--- src/ams_pkg.sv ---
package ams_pkg;
  localparam int NCH = 3;
  localparam int CLK_NS = 50;
  localparam int TICK_NS = 100_000_000;
  localparam int TICK_CYC = TICK_NS / CLK_NS;
  localparam int RAMP_FULL_MS = 20_000;
  localparam int OUT_FULL = 1000;
  localparam int RAMP_CYC = RAMP_FULL_MS * (1_000_000 / CLK_NS) / OUT_FULL;
  localparam int FULL_SCALE = 4000;
  localparam int THR_MAX = FULL_SCALE * 110 / 100;
  localparam int HYS_MIN = 1;
  localparam int HYS_MAX = 100;
  localparam int HYS_DIV = 1000;
  localparam int LSD = 1;
  localparam int BLINK_TICKS = 5;
  localparam logic [5:0] FILT_TICKS [8] = '{6'h00, 6'h04, 6'h0A, 6'h14, 6'h1E, 6'h28, 6'h32, 6'h32};

  localparam logic [7:0] A_CFG0 = 8'h00;
  localparam logic [7:0] A_THR0 = 8'h0C;
  localparam logic [7:0] A_HYS0 = 8'h18;
  localparam logic [7:0] A_CTRL = 8'h24;
  localparam logic [7:0] A_SP = 8'h28;
  localparam logic [7:0] A_SBLIM = 8'h2C;
  localparam logic [7:0] A_SBREC = 8'h30;
  localparam logic [7:0] A_PB = 8'h34;
  localparam logic [7:0] A_TI = 8'h38;
  localparam logic [7:0] A_TD = 8'h3C;
  localparam logic [7:0] A_STAT = 8'h40;
  localparam logic [7:0] A_OUT = 8'h44;

  localparam int CFG_TYPE = 0;
  localparam int CFG_DIR = 2;
  localparam int CFG_LATCH = 4;
  localparam int CFG_FSAFE = 5;
  localparam int CFG_FILT = 6;
  localparam int CTRL_SRC = 0;
  localparam int CTRL_FIT = 1;
  localparam int CTRL_KPMAN = 2;
  localparam int CTRL_TUNE = 3;
  localparam int CTRL_SBY = 4;
  localparam int CTRL_MSK = 5;
  localparam int CTRL_ARST = 6;

  localparam logic [8:0] CFG_RST = 9'h020;
  localparam logic [6:0] HYS_RST = 7'h01;

  typedef enum logic [1:0] {TYP_PROC, TYP_DEV, TYP_BAND} ams_type_e;
  typedef enum logic [1:0] {DIR_HIGH, DIR_LOW, DIR_LOWINH} ams_dir_e;
  typedef enum logic [1:0] {TN_OFF, TN_STEP, TN_ADAPT} ams_tune_e;
  typedef enum logic [1:0] {SB_RUN, SB_FREEZE, SB_WAIT, SB_ZERO} ams_sby_e;
endpackage

--- src/ams_alarm_ch.sv ---
`timescale 1ns/1ps
module ams_alarm_ch
(
  input wire logic clk,
  input wire logic rst,
  input wire logic tick,
  input wire logic eval,
  input wire logic [8:0] cfg,
  input wire logic [15:0] thr,
  input wire logic [6:0] hys,
  input wire logic [15:0] pv,
  input wire logic [15:0] sp,
  input wire logic rearm,
  input wire logic alarm_reset,
  output logic active,
  output logic relay
);
  import ams_pkg::*;

  typedef struct packed {
    logic active;
    logic relay;
    logic mask;
    logic seen;
    logic rpend;
    logic [5:0] fcnt;
  } ams_ch_s;

  ams_ch_s st_q;
  ams_ch_s st_d;
  ams_type_e typ;
  ams_dir_e dir;
  logic signed [17:0] dev;
  logic signed [17:0] val;
  logic signed [17:0] tv;
  logic signed [17:0] hv;
  logic [31:0] hprod;
  logic [5:0] need;
  logic high;
  logic set_c;
  logic clr_c;

  assign typ = ams_type_e'(cfg[CFG_TYPE +: 2]);
  assign dir = ams_dir_e'(cfg[CFG_DIR +: 2]);
  assign active = st_q.active;
  assign relay = st_q.relay;

  always_comb
  begin
    st_d = st_q;
    dev = $signed({2'h0, pv}) - $signed({2'h0, sp});
    if (typ == TYP_PROC)
      val = $signed({2'h0, pv});
    else if (typ == TYP_BAND && dev < 0)
      val = -dev;
    else
      val = dev;
    hprod = 32'(hys) * 32'(FULL_SCALE) / 32'(HYS_DIV);
    hv = (hprod < 32'(LSD)) ? 18'(LSD) : 18'(hprod);
    high = (dir == DIR_HIGH);
    tv = (typ == TYP_DEV && !high) ? -$signed({2'h0, thr}) : $signed({2'h0, thr});
    set_c = high ? (val > tv) : (val < tv);
    clr_c = high ? (val <= tv - hv) : (val >= tv + hv);
    need = FILT_TICKS[cfg[CFG_FILT +: 3]];
    if (alarm_reset)
      st_d.rpend = 1'b1;
    if (tick && st_q.seen && st_q.fcnt < need)
      st_d.fcnt = st_q.fcnt + 6'h01;
    if (eval)
    begin
      st_d.seen = set_c;
      st_d.rpend = 1'b0;
      if (!set_c)
      begin
        st_d.fcnt = 6'h00;
        st_d.mask = 1'b0;
      end
      if (set_c && st_q.fcnt >= need && !(st_q.mask && dir == DIR_LOWINH))
        st_d.active = 1'b1;
      else if (st_q.active && clr_c && (!cfg[CFG_LATCH] || st_q.rpend || alarm_reset))
        st_d.active = 1'b0;
    end
    // Re-arming outranks the release of the mask in the same cycle.
    if (rearm)
      st_d.mask = 1'b1;
    st_d.relay = cfg[CFG_FSAFE] ? !st_d.active : st_d.active;
  end

  always_ff @(posedge clk)
  begin
    if (rst)
    begin
      st_q <= '0;
      st_q.mask <= 1'b1;
      st_q.relay <= 1'b1;
    end
    else
      st_q <= st_d;
  end

  AST_RELAY_POL: assert property (@(posedge clk) disable iff (rst)
    relay == ($past(cfg[CFG_FSAFE]) ? !active : active)) else $error("Relay polarity wrong.");
  AST_EVAL_ONLY: assert property (@(posedge clk) disable iff (rst)
    !eval |=> $stable(active)) else $error("Alarm changed without a conversion.");
  AST_HYS_CLR: assert property (@(posedge clk) disable iff (rst)
    $fell(active) |-> $past(clr_c) && $past(eval)) else $error("Alarm cleared inside hysteresis.");
  AST_FILTER: assert property (@(posedge clk) disable iff (rst)
    $rose(active) |-> $past(st_q.fcnt >= need)) else $error("Alarm set before filter time.");
  AST_LATCH: assert property (@(posedge clk) disable iff (rst)
    $fell(active) && $past(cfg[CFG_LATCH]) |-> $past(st_q.rpend || alarm_reset))
    else $error("Latched alarm cleared without reset.");
endmodule

--- src/ams_supervisor.sv ---
`timescale 1ns/1ps
////////////////////////////////////////////////////////////////////////////////
module ams_supervisor
#(
  parameter int TICK_CYCLES = ams_pkg::TICK_CYC,
  parameter int RAMP_CYCLES = ams_pkg::RAMP_CYC
)
(
  input wire logic clk,
  input wire logic rst,
  input wire logic psel,
  input wire logic penable,
  input wire logic pwrite,
  input wire logic [7:0] paddr,
  input wire logic [31:0] pwdata,
  output logic [31:0] prdata,
  output logic pready,
  output logic pslverr,
  input wire logic [15:0] pv,
  input wire logic pv_valid,
  input wire logic sp_ramp,
  input wire logic [9:0] pid_out,
  input wire logic tune_done,
  input wire logic nv_adaptive,
  input wire logic auto_manual_contact,
  input wire logic output_raise_contact,
  input wire logic output_lower_contact,
  input wire logic forced_manual_zero_contact,
  output logic [ams_pkg::NCH-1:0] alarm_relay,
  output logic [ams_pkg::NCH-1:0] alarm_led,
  output logic manual_led,
  output logic tuning_indicator,
  output logic [9:0] ctrl_out,
  output logic pid_preload,
  output logic nv_adaptive_save,
  output logic [15:0] proportional_band,
  output logic [15:0] integral_time,
  output logic [15:0] derivative_time
);
  import ams_pkg::*;

  typedef struct packed {
    logic [3:0] sy1;
    logic [3:0] sy2;
    logic frc_prev;
    logic manual;
    logic [9:0] out;
    logic [21:0] ramp_cnt;
    logic [21:0] tick_cnt;
    logic tick;
    logic [2:0] blink_cnt;
    logic blink;
    logic [NCH-1:0][8:0] cfg;
    logic [NCH-1:0][15:0] thr;
    logic [NCH-1:0][6:0] hys;
    logic src;
    logic fit;
    logic kpman;
    logic sby;
    ams_tune_e tune;
    ams_sby_e sb;
    logic [17:0] sb_cnt;
    logic [9:0] stable;
    logic preload;
    logic [15:0] sp;
    logic [15:0] sblim;
    logic [15:0] sbrec;
    logic [15:0] pb;
    logic [15:0] ti;
    logic [15:0] td;
    logic msk;
    logic arst;
    logic spchg;
    logic boot;
    logic [31:0] prdata;
  } ams_top_s;

  ams_top_s st_q;
  ams_top_s st_d;
  logic wr;
  logic hit;
  logic kp_wr;
  logic frc;
  logic frc_rise;
  logic rl_on;
  logic step;
  logic pv_low;
  logic sat;
  logic [17:0] wait_lim;
  logic [31:0] rd;
  logic [NCH-1:0] rearm;
  logic [NCH-1:0] act;

  ////////////////////////////////////////////////////////////////////////////////

  for (genvar g = 0; g < NCH; g++)
  begin : g_ch
    assign rearm[g] = st_q.msk | ((st_q.cfg[g][CFG_TYPE +: 2] != 2'(TYP_PROC)) & (st_q.spchg | sp_ramp));
    ams_alarm_ch u_ch (
      .clk(clk),
      .rst(rst),
      .tick(st_q.tick),
      .eval(pv_valid),
      .cfg(st_q.cfg[g]),
      .thr(st_q.thr[g]),
      .hys(st_q.hys[g]),
      .pv(pv),
      .sp(st_q.sp),
      .rearm(rearm[g]),
      .alarm_reset(st_q.arst),
      .active(act[g]),
      .relay(alarm_relay[g])
    );
  end

  assign alarm_led = act;
  assign manual_led = st_q.manual;
  assign ctrl_out = st_q.out;
  assign pid_preload = st_q.preload;
  assign proportional_band = st_q.pb;
  assign integral_time = st_q.ti;
  assign derivative_time = st_q.td;
  assign nv_adaptive_save = (st_q.tune == TN_ADAPT);
  assign tuning_indicator = (st_q.tune == TN_ADAPT) | ((st_q.tune == TN_STEP) & st_q.blink);
  assign prdata = st_q.prdata;
  // Every access completes in its first access cycle, so no wait states.
  assign pready = 1'b1;
  assign pslverr = psel & penable & !hit;
  assign wr = psel & penable & pwrite;
  assign kp_wr = wr & (paddr == A_OUT);
  assign frc = st_q.sy2[3];
  assign frc_rise = frc & !st_q.frc_prev;
  assign pv_low = pv < st_q.sblim;
  assign sat = pid_out >= 10'(OUT_FULL);
  assign wait_lim = 18'((32'(st_q.ti) * 32'h0000_0005) >> 1);

  ////////////////////////////////////////////////////////////////////////////////

  always_comb
  begin
    st_d = st_q;
    hit = 1'b0;
    rd = 32'h0000_0000;
    step = 1'b0;
    st_d.msk = 1'b0;
    st_d.arst = 1'b0;
    st_d.spchg = 1'b0;
    st_d.preload = 1'b0;
    // Only the second stage of the contact synchroniser is used anywhere.
    st_d.sy1 = {forced_manual_zero_contact, output_lower_contact, output_raise_contact, auto_manual_contact};
    st_d.sy2 = st_q.sy1;
    st_d.frc_prev = frc;

    for (int i = 0; i < NCH; i++)
    begin
      if (paddr == A_CFG0 + 8'(4 * i))
      begin
        hit = 1'b1;
        rd = {23'h00_0000, st_q.cfg[i]};
        if (wr)
          st_d.cfg[i] = pwdata[8:0];
      end
      if (paddr == A_THR0 + 8'(4 * i))
      begin
        hit = 1'b1;
        rd = {16'h0000, st_q.thr[i]};
        if (wr)
          st_d.thr[i] = (pwdata > 32'(THR_MAX)) ? 16'(THR_MAX) : pwdata[15:0];
      end
      if (paddr == A_HYS0 + 8'(4 * i))
      begin
        hit = 1'b1;
        rd = {25'h000_0000, st_q.hys[i]};
        if (wr && pwdata < 32'(HYS_MIN))
          st_d.hys[i] = 7'(HYS_MIN);
        else if (wr)
          st_d.hys[i] = (pwdata > 32'(HYS_MAX)) ? 7'(HYS_MAX) : pwdata[6:0];
      end
    end

    case (paddr)
      A_CTRL:
      begin
        hit = 1'b1;
        rd = {27'h000_0000, st_q.sby, st_q.tune != TN_OFF, st_q.kpman, st_q.fit, st_q.src};
        if (wr)
        begin
          st_d.src = pwdata[CTRL_SRC];
          st_d.fit = pwdata[CTRL_FIT];
          st_d.kpman = pwdata[CTRL_KPMAN];
          st_d.sby = pwdata[CTRL_SBY];
          st_d.msk = pwdata[CTRL_MSK];
          st_d.arst = pwdata[CTRL_ARST];
          if (!pwdata[CTRL_TUNE])
            st_d.tune = TN_OFF;
          else if (st_q.tune == TN_OFF)
            st_d.tune = st_q.manual ? TN_STEP : TN_ADAPT;
        end
      end
      A_SP:
      begin
        hit = 1'b1;
        rd = {16'h0000, st_q.sp};
        if (wr)
        begin
          st_d.sp = pwdata[15:0];
          st_d.spchg = (pwdata[15:0] != st_q.sp);
        end
      end
      A_SBLIM:
      begin
        hit = 1'b1;
        rd = {16'h0000, st_q.sblim};
        if (wr)
          st_d.sblim = pwdata[15:0];
      end
      A_SBREC:
      begin
        hit = 1'b1;
        rd = {16'h0000, st_q.sbrec};
        if (wr)
          st_d.sbrec = pwdata[15:0];
      end
      A_PB:
      begin
        hit = 1'b1;
        rd = {16'h0000, st_q.pb};
        if (wr && st_q.tune != TN_ADAPT)
          st_d.pb = pwdata[15:0];
      end
      A_TI:
      begin
        hit = 1'b1;
        rd = {16'h0000, st_q.ti};
        if (wr && st_q.tune != TN_ADAPT)
          st_d.ti = pwdata[15:0];
      end
      A_TD:
      begin
        hit = 1'b1;
        rd = {16'h0000, st_q.td};
        if (wr && st_q.tune != TN_ADAPT)
          st_d.td = pwdata[15:0];
      end
      A_STAT:
      begin
        hit = 1'b1;
        rd = {23'h00_0000, st_q.tune, st_q.sb, frc, st_q.manual, act};
      end
      A_OUT:
      begin
        hit = 1'b1;
        rd = {22'h00_0000, st_q.out};
      end
      default:
      begin
        // Channel registers were decoded by the loop above and keep their hit.
      end
    endcase
    if (psel && !penable)
      st_d.prdata = rd;

    // Time base of 0.1 s shared by filters, stand-by and the indicator.
    st_d.tick = (st_q.tick_cnt == 22'(TICK_CYCLES - 1));
    st_d.tick_cnt = st_d.tick ? 22'h00_0000 : st_q.tick_cnt + 22'h00_0001;
    if (st_q.tick)
    begin
      st_d.blink_cnt = st_q.blink_cnt + 3'h1;
      if (st_q.blink_cnt == 3'(BLINK_TICKS - 1))
      begin
        st_d.blink_cnt = 3'h0;
        st_d.blink = !st_q.blink;
      end
    end

    // The forced contact overrides every other mode source while closed.
    st_d.manual = frc | (st_q.fit ? st_q.sy2[0] : st_q.kpman);

    rl_on = st_q.manual & st_q.src & st_q.fit & (st_q.sy2[1] ^ st_q.sy2[2]);
    if (rl_on)
    begin
      step = (st_q.ramp_cnt == 22'(RAMP_CYCLES - 1));
      st_d.ramp_cnt = step ? 22'h00_0000 : st_q.ramp_cnt + 22'h00_0001;
    end
    else
      st_d.ramp_cnt = 22'h00_0000;

    if (st_q.boot)
    begin
      st_d.boot = 1'b0;
      if (nv_adaptive)
        st_d.tune = TN_ADAPT;
    end
    if (st_d.tune == TN_STEP && (tune_done || !st_d.manual))
      st_d.tune = TN_OFF;

    if (st_q.sb == SB_RUN && pv_valid && !pv_low && !sat)
      st_d.stable = pid_out;
    if (!st_q.sby || st_d.manual)
    begin
      st_d.sb = SB_RUN;
      st_d.sb_cnt = 18'h0_0000;
    end
    else
    begin
      if (st_q.tick && st_q.sb_cnt != 18'h3_FFFF)
        st_d.sb_cnt = st_q.sb_cnt + 18'h0_0001;
      unique case (st_q.sb)
        SB_RUN:
        begin
          st_d.sb_cnt = 18'h0_0000;
          if (pv_valid && pv_low && sat)
            st_d.sb = SB_FREEZE;
        end
        SB_FREEZE:
        begin
          if (pv_valid && !pv_low)
          begin
            st_d.sb = SB_WAIT;
            st_d.sb_cnt = 18'h0_0000;
          end
          else if (st_q.sb_cnt >= 18'(st_q.sbrec))
            st_d.sb = SB_ZERO;
        end
        SB_ZERO:
        begin
          if (pv_valid && !pv_low)
          begin
            st_d.sb = SB_WAIT;
            st_d.sb_cnt = 18'h0_0000;
          end
        end
        SB_WAIT:
        begin
          if (st_q.sb_cnt >= wait_lim)
          begin
            st_d.sb = SB_RUN;
            st_d.preload = 1'b1;
          end
        end
      endcase
    end

    if (frc_rise)
      st_d.out = 10'h000;
    else if (!st_d.manual)
    begin
      if (st_d.sb == SB_ZERO)
        st_d.out = 10'h000;
      else if (st_d.sb != SB_RUN || st_d.preload)
        st_d.out = st_d.stable;
      else
        st_d.out = sat ? 10'(OUT_FULL) : pid_out;
    end
    else if (kp_wr)
      st_d.out = (pwdata > 32'(OUT_FULL)) ? 10'(OUT_FULL) : pwdata[9:0];
    else if (step && st_q.sy2[1] && st_q.out < 10'(OUT_FULL))
      st_d.out = st_q.out + 10'h001;
    else if (step && st_q.sy2[2] && st_q.out != 10'h000)
      st_d.out = st_q.out - 10'h001;
  end

  always_ff @(posedge clk)
  begin
    if (rst)
    begin
      st_q <= '0;
      st_q.cfg <= {NCH{CFG_RST}};
      st_q.hys <= {NCH{HYS_RST}};
      st_q.boot <= 1'b1;
    end
    else
      st_q <= st_d;
  end

  ////////////////////////////////////////////////////////////////////////////////

  AST_FORCED_ZERO: assert property (@(posedge clk) disable iff (rst)
    frc_rise |=> ctrl_out == 10'h000 && manual_led) else $error("Forced contact did not zero output.");
  AST_AM_CONTACT: assert property (@(posedge clk) disable iff (rst)
    !frc && st_q.fit |=> manual_led == $past(st_q.sy2[0])) else $error("Mode does not follow contact.");
  AST_RL_IGNORED: assert property (@(posedge clk) disable iff (rst)
    st_q.manual && st_d.manual && !st_q.src && !kp_wr && !frc_rise |=> $stable(ctrl_out))
    else $error("Output moved without contact source.");
  AST_TUNE_MAN: assert property (@(posedge clk) disable iff (rst)
    st_q.tune == TN_STEP |-> st_q.manual) else $error("Step tuning outside manual.");
  AST_TUNE_IND: assert property (@(posedge clk) disable iff (rst)
    st_q.tune == TN_ADAPT |-> tuning_indicator) else $error("Adaptive indicator not steady.");
  AST_PID_LOCK: assert property (@(posedge clk) disable iff (rst)
    wr && paddr == A_TI && st_q.tune == TN_ADAPT |=> $stable(integral_time))
    else $error("Integral time written during adaptive.");
  AST_SBY_FREEZE: assert property (@(posedge clk) disable iff (rst)
    st_d.sb == SB_FREEZE && !st_d.manual && !frc_rise |=> ctrl_out == st_q.stable)
    else $error("Stand-by output not frozen.");
  AST_SBY_ZERO: assert property (@(posedge clk) disable iff (rst)
    st_d.sb == SB_ZERO && !st_d.manual |=> ctrl_out == 10'h000) else $error("Stand-by output not zero.");
  AST_SBY_WAIT: assert property (@(posedge clk) disable iff (rst)
    st_q.sby && !st_d.manual && st_q.sb == SB_WAIT && st_d.sb == SB_RUN |-> st_q.sb_cnt >= wait_lim)
    else $error("Stand-by resumed too early.");
endmodule

--- config.mk ---
export PLATFORM = sky130hd
export DESIGN_NAME = ams_supervisor
export DESIGN_NICKNAME = d
export VERILOG_FILES = /design/src/ams_pkg.sv /design/src/ams_alarm_ch.sv /design/src/ams_supervisor.sv
export SDC_FILE = /design/constraint.sdc
export NUM_CORES = 2
export LEC_CHECK = 0
export ABC_AREA = 0
export BUFFER_PORTS_ARGS = -buffer_cell sky130_fd_sc_hd__buf_4
export CAP_MARGIN = 20
export CORE_MARGIN = 3
export CORE_UTILIZATION = 50
export CTS_CLUSTER_DIAMETER = 40
export DETAILED_ROUTE_END_ITERATION = 8
export PLACE_DENSITY = 0.74
export SLEW_MARGIN = 25
export SYNTH_ARGS = -nofsm -noshare
export SYNTH_HDL_FRONTEND = slang
export SYNTH_SLANG_ARGS = --single-unit
export TNS_END_PERCENT = 5
--- constraint.sdc ---
create_clock -name clk -period 16.27 [get_ports clk]
set_input_delay 2.4405 -clock clk [delete_from_list [all_inputs] [get_ports clk]]
set_output_delay 2.4405 -clock clk [all_outputs]
set_load 0.05 [all_outputs]
==> qor.csv <==
stage,metric,value,unit
setup_path,max_stage_delay,0.56,ns
setup_path,crit_slowest_cell,fa_1,
setup_path,crit_path_end_kind,register,
setup_path,crit_family,compound AO/OA/AOI/OAI gates,
run,max-cap-violations,0,
placed_design,place_congestion,1.016,
floorplan,die_h,288.7,um
setup_path,critPathMaxFanout,11,
logic_synthesis,async_flop_share,0,%
sta,max_freq,0.06551,GHz
setup_path,reg2reg_depth,61,
routing,viasPerCell,6.280,
floorplan,start_util,50.51,%
cts,cts_inserted_buffers,48,
setup_path,crit_required,16.72,ns
placed_design,port_buffers,163,
routing,ant_nets,0,
setup_path,cp.arrival,15.71,ns
sta,slew_headroom,26.13,%
setup_path,rr_endpoint,g_ch[0].u_ch.relay,
setup_path,path_class,reg2reg,
logic_synthesis,seq_area_frac_synth,17.48,%
power,vdd_drop_max,0.09665,mV
sta,whs,0.4502,ns
logic_synthesis,synth_cells,5324,
logic_synthesis,ys.flop_type,dfxtp_1,
finish,mostFrequentLayoutCells,"nand2_1 (563), nor2_1 (560), ha_1 (473)",
setup_path,path_buf_inv,7,
finish,fin_area,0.04384,sq mm
cts,clk_pin_slew_worst_paths,0.06,ns
floorplan,ios,181,
finish,layout.nets,5958,
setup_path,reg2reg_from,st_q[170],
cts,clockBufferDepth,3,
floorplan,fp-row-count,103,
sta,rsz0062_at_grt,true,
finish,post-route-util,55.40,%
finish,final_common_cell,nand2_1,
routing,drt_pre_antenna_iters,9,
power,powerDensity,56.31,mW/mm^2
global_route,grt_pass1_vias,37071,
setup_path,crit_path_end,g_ch[0].u_ch.relay,
routing,vias,40430,
sta,fin_ws,1.006,ns
placed_design,placed_cell_area,0.04159,sq mm
sta,period_needed,15.26,ns
placed_design,dp_cells,6326,
global_route,grt_overflow_total,0,
setup_path,crit_path_start,st_q[170],
setup_path,cp_common_cell,a21oi_1,
floorplan,core-area,0.07913,sq mm
min_path,worstHoldPathType,reg2reg,
logic_synthesis,synth_edf_count,0,
global_route,grt_use_met3,5.470,%
global_route,busiest_layer,met2,
routing,drt_iter0_markers,4345,
routing,drt-total-wl,133700,um
sta,tns,0,ns
routing,drc,0,
logic_synthesis,syn_avg_cell_area,7.507,sq um
setup_path,worstSetupStartpointType,register,
logic_synthesis,yosysWarnings,0,
outcome,status,completed,
sta,fin_crit_sh,93.82,%
cts,insertion_delay,0.60,ns
routing,wl_per_cell,20.76,um
placed_design,post-place-ws,0.2951,ns
sta,drv_slew,0,
finish,syn_to_final_growth,9.686,%
logic_synthesis,syn_area,0.03997,sq mm
global_route,antenna_found_initial,6,
min_path,whs_path_depth,1,
sta,finalHoldViolations,0,
floorplan,die_w,288.7,um
logic_synthesis,synth_cell_types,141,
cts,cts_sinks,349,
setup_path,regToRegSetupSlack,1.01,ns
logic_synthesis,ys_ff_latch,349,
sta,worst_clock_skew,0.02720,ns
finish,fin_cells,6438,
global_route,grt_pass1_wl,207400,um
global_route,use_met1,41.95,%
global_route,grt_max_degree,98,
placed_design,dp_hpwl,103600,um
global_route,groute.usage.overall,30.78,%
cts,cts_tree,done,
cts,cts_root_buffer,clkbuf_16,
power,finalPower,2.469,mW
sta,setup_viol,0,
sta,worst_pin_slew,1.108,ns
global_route,grtUsageMet2,48.00,%
finish,final_layout_size_suffix_gt1_share,10.03,%
power,p_leak,17.94,nW
setup_path,crit_cells,61,
floorplan,die_area,0.08337,sq mm
cts,cts_max_level,2,
## Yosys cell counts (all sizes together), types with 43 or more instances
cell type / number / share of area, %
nor3: 126 / 1.7
inv: 324 / 3.0
buf: 134 / 2.4
o211ai: 43 / 0.81
dfxtp: 349 / 17
nand4: 81 / 1.3
xnor2: 219 / 4.8
and2: 49 / 0.77
a22oi: 55 / 1.0
mux2i: 51 / 1.3
clkbuf: 167 / 1.6
or2: 43 / 0.68
a31oi: 52 / 0.87
a21o: 84 / 1.6
nand2b: 75 / 1.2
ha: 473 / 15
a211oi: 66 / 1.3
o21ai: 218 / 2.7
or3: 44 / 0.71
a21oi: 475 / 6.1
fa: 60 / 3.0
nand3: 142 / 1.8
nor2: 563 / 5.3
nand2: 565 / 5.3
nor2b: 74 / 1.2
xor2: 140 / 3.1
## sequential cells by signal, summed over array words and instances, names as in the netlist, 4 cells and up
register	cells
integral_time	16
ctrl_out	10
proportional_band	16
derivative_time	16
prdata	16
st_d	4
g_ch.u_ch.st_q	25
st_q	237
## timing repair
| action | 4_1_cts | 5_1_grt |
|---|---|---|
| buffers inserted | 0 | 20 |
| hold endpoints to repair | 0 | 0 |
| endpoints found under the setup margin | 0 | 6 |
| resized for setup | 0 | 54 |
| hold buffers | 0 | 0 |
## per-layer routing
metal  vias to the layer above  routed length (um)
met5                         -                  35
met4                         6                5851
met3                       376               13250
met2                      2048               57700
met1                     18894               56820
li1                      19106                   -
## cells by family (layout without fill, tap and decap cells)
logic type      after synthesis  after routing  share of synthesized area (%)
fa+ha+maj                   544            544                          18.09
buf+inv                     627            671                          7.031
flops                       349            349                          17.48
xor+xnor                    363            363                          8.114
simple gates               1950           1950                          23.37
other cells                   2             22                        0.01879
compound gates             1425           1425                          24.23
mux                          64             64                          1.672
## layout make-up
class / instances / area [sq um]
inverters: 326 / 1229
flip-flops and latches: 349 / 6992
fillers: 7403 / 35290
multi-input cells: 4363 / 30560
diodes: 5 / 12.51
well taps: 1050 / 1314
repair buffers: 258 / 1941
clock buffers: 55 / 1289
clock inverters: 32 / 504.2
## report_power, final
| part | internal [mW] | switching (mW) | leakage [nW] |
|---|---|---|---|
| logic | 0.161 | 0.261 | 14.2 |
| registers | 0.865 | 0.0151 | 2.82 |
| clock network | 0.736 | 0.429 | 0.878 |
| total | 1.76 | 0.706 | 17.9 |
## worst min path at each step
stage / startpoint / end / slack (ns)
after floorplan: st_d[329] / frc / 0.41
after global placement: st_d[329] / frc / 0.43
after detailed placement: st_d[329] / frc / 0.43
after CTS: st_d[329] / frc / 0.45
after global routing: st_d[328] / st_q[328] / 0.47
final: st_d[329] / frc / 0.45
## worst reg2reg max path: cells and delay by family (launching register included)
| family | cells | cell delay, ns |
|---|---|---|
| AND/OR/NAND/NOR | 15 | 3.00 |
| multiplexers | 1 | 0.37 |
| buffers and inverters | 7 | 1.27 |
| XOR/XNOR | 4 | 0.77 |
| flip-flops | 1 | 0.53 |
| adder cells (fa/ha/maj) | 9 | 3.03 |
| AO/OA/AOI/OAI | 25 | 6.18 |
No activity file was read; power rests on OpenSTA's default activity.
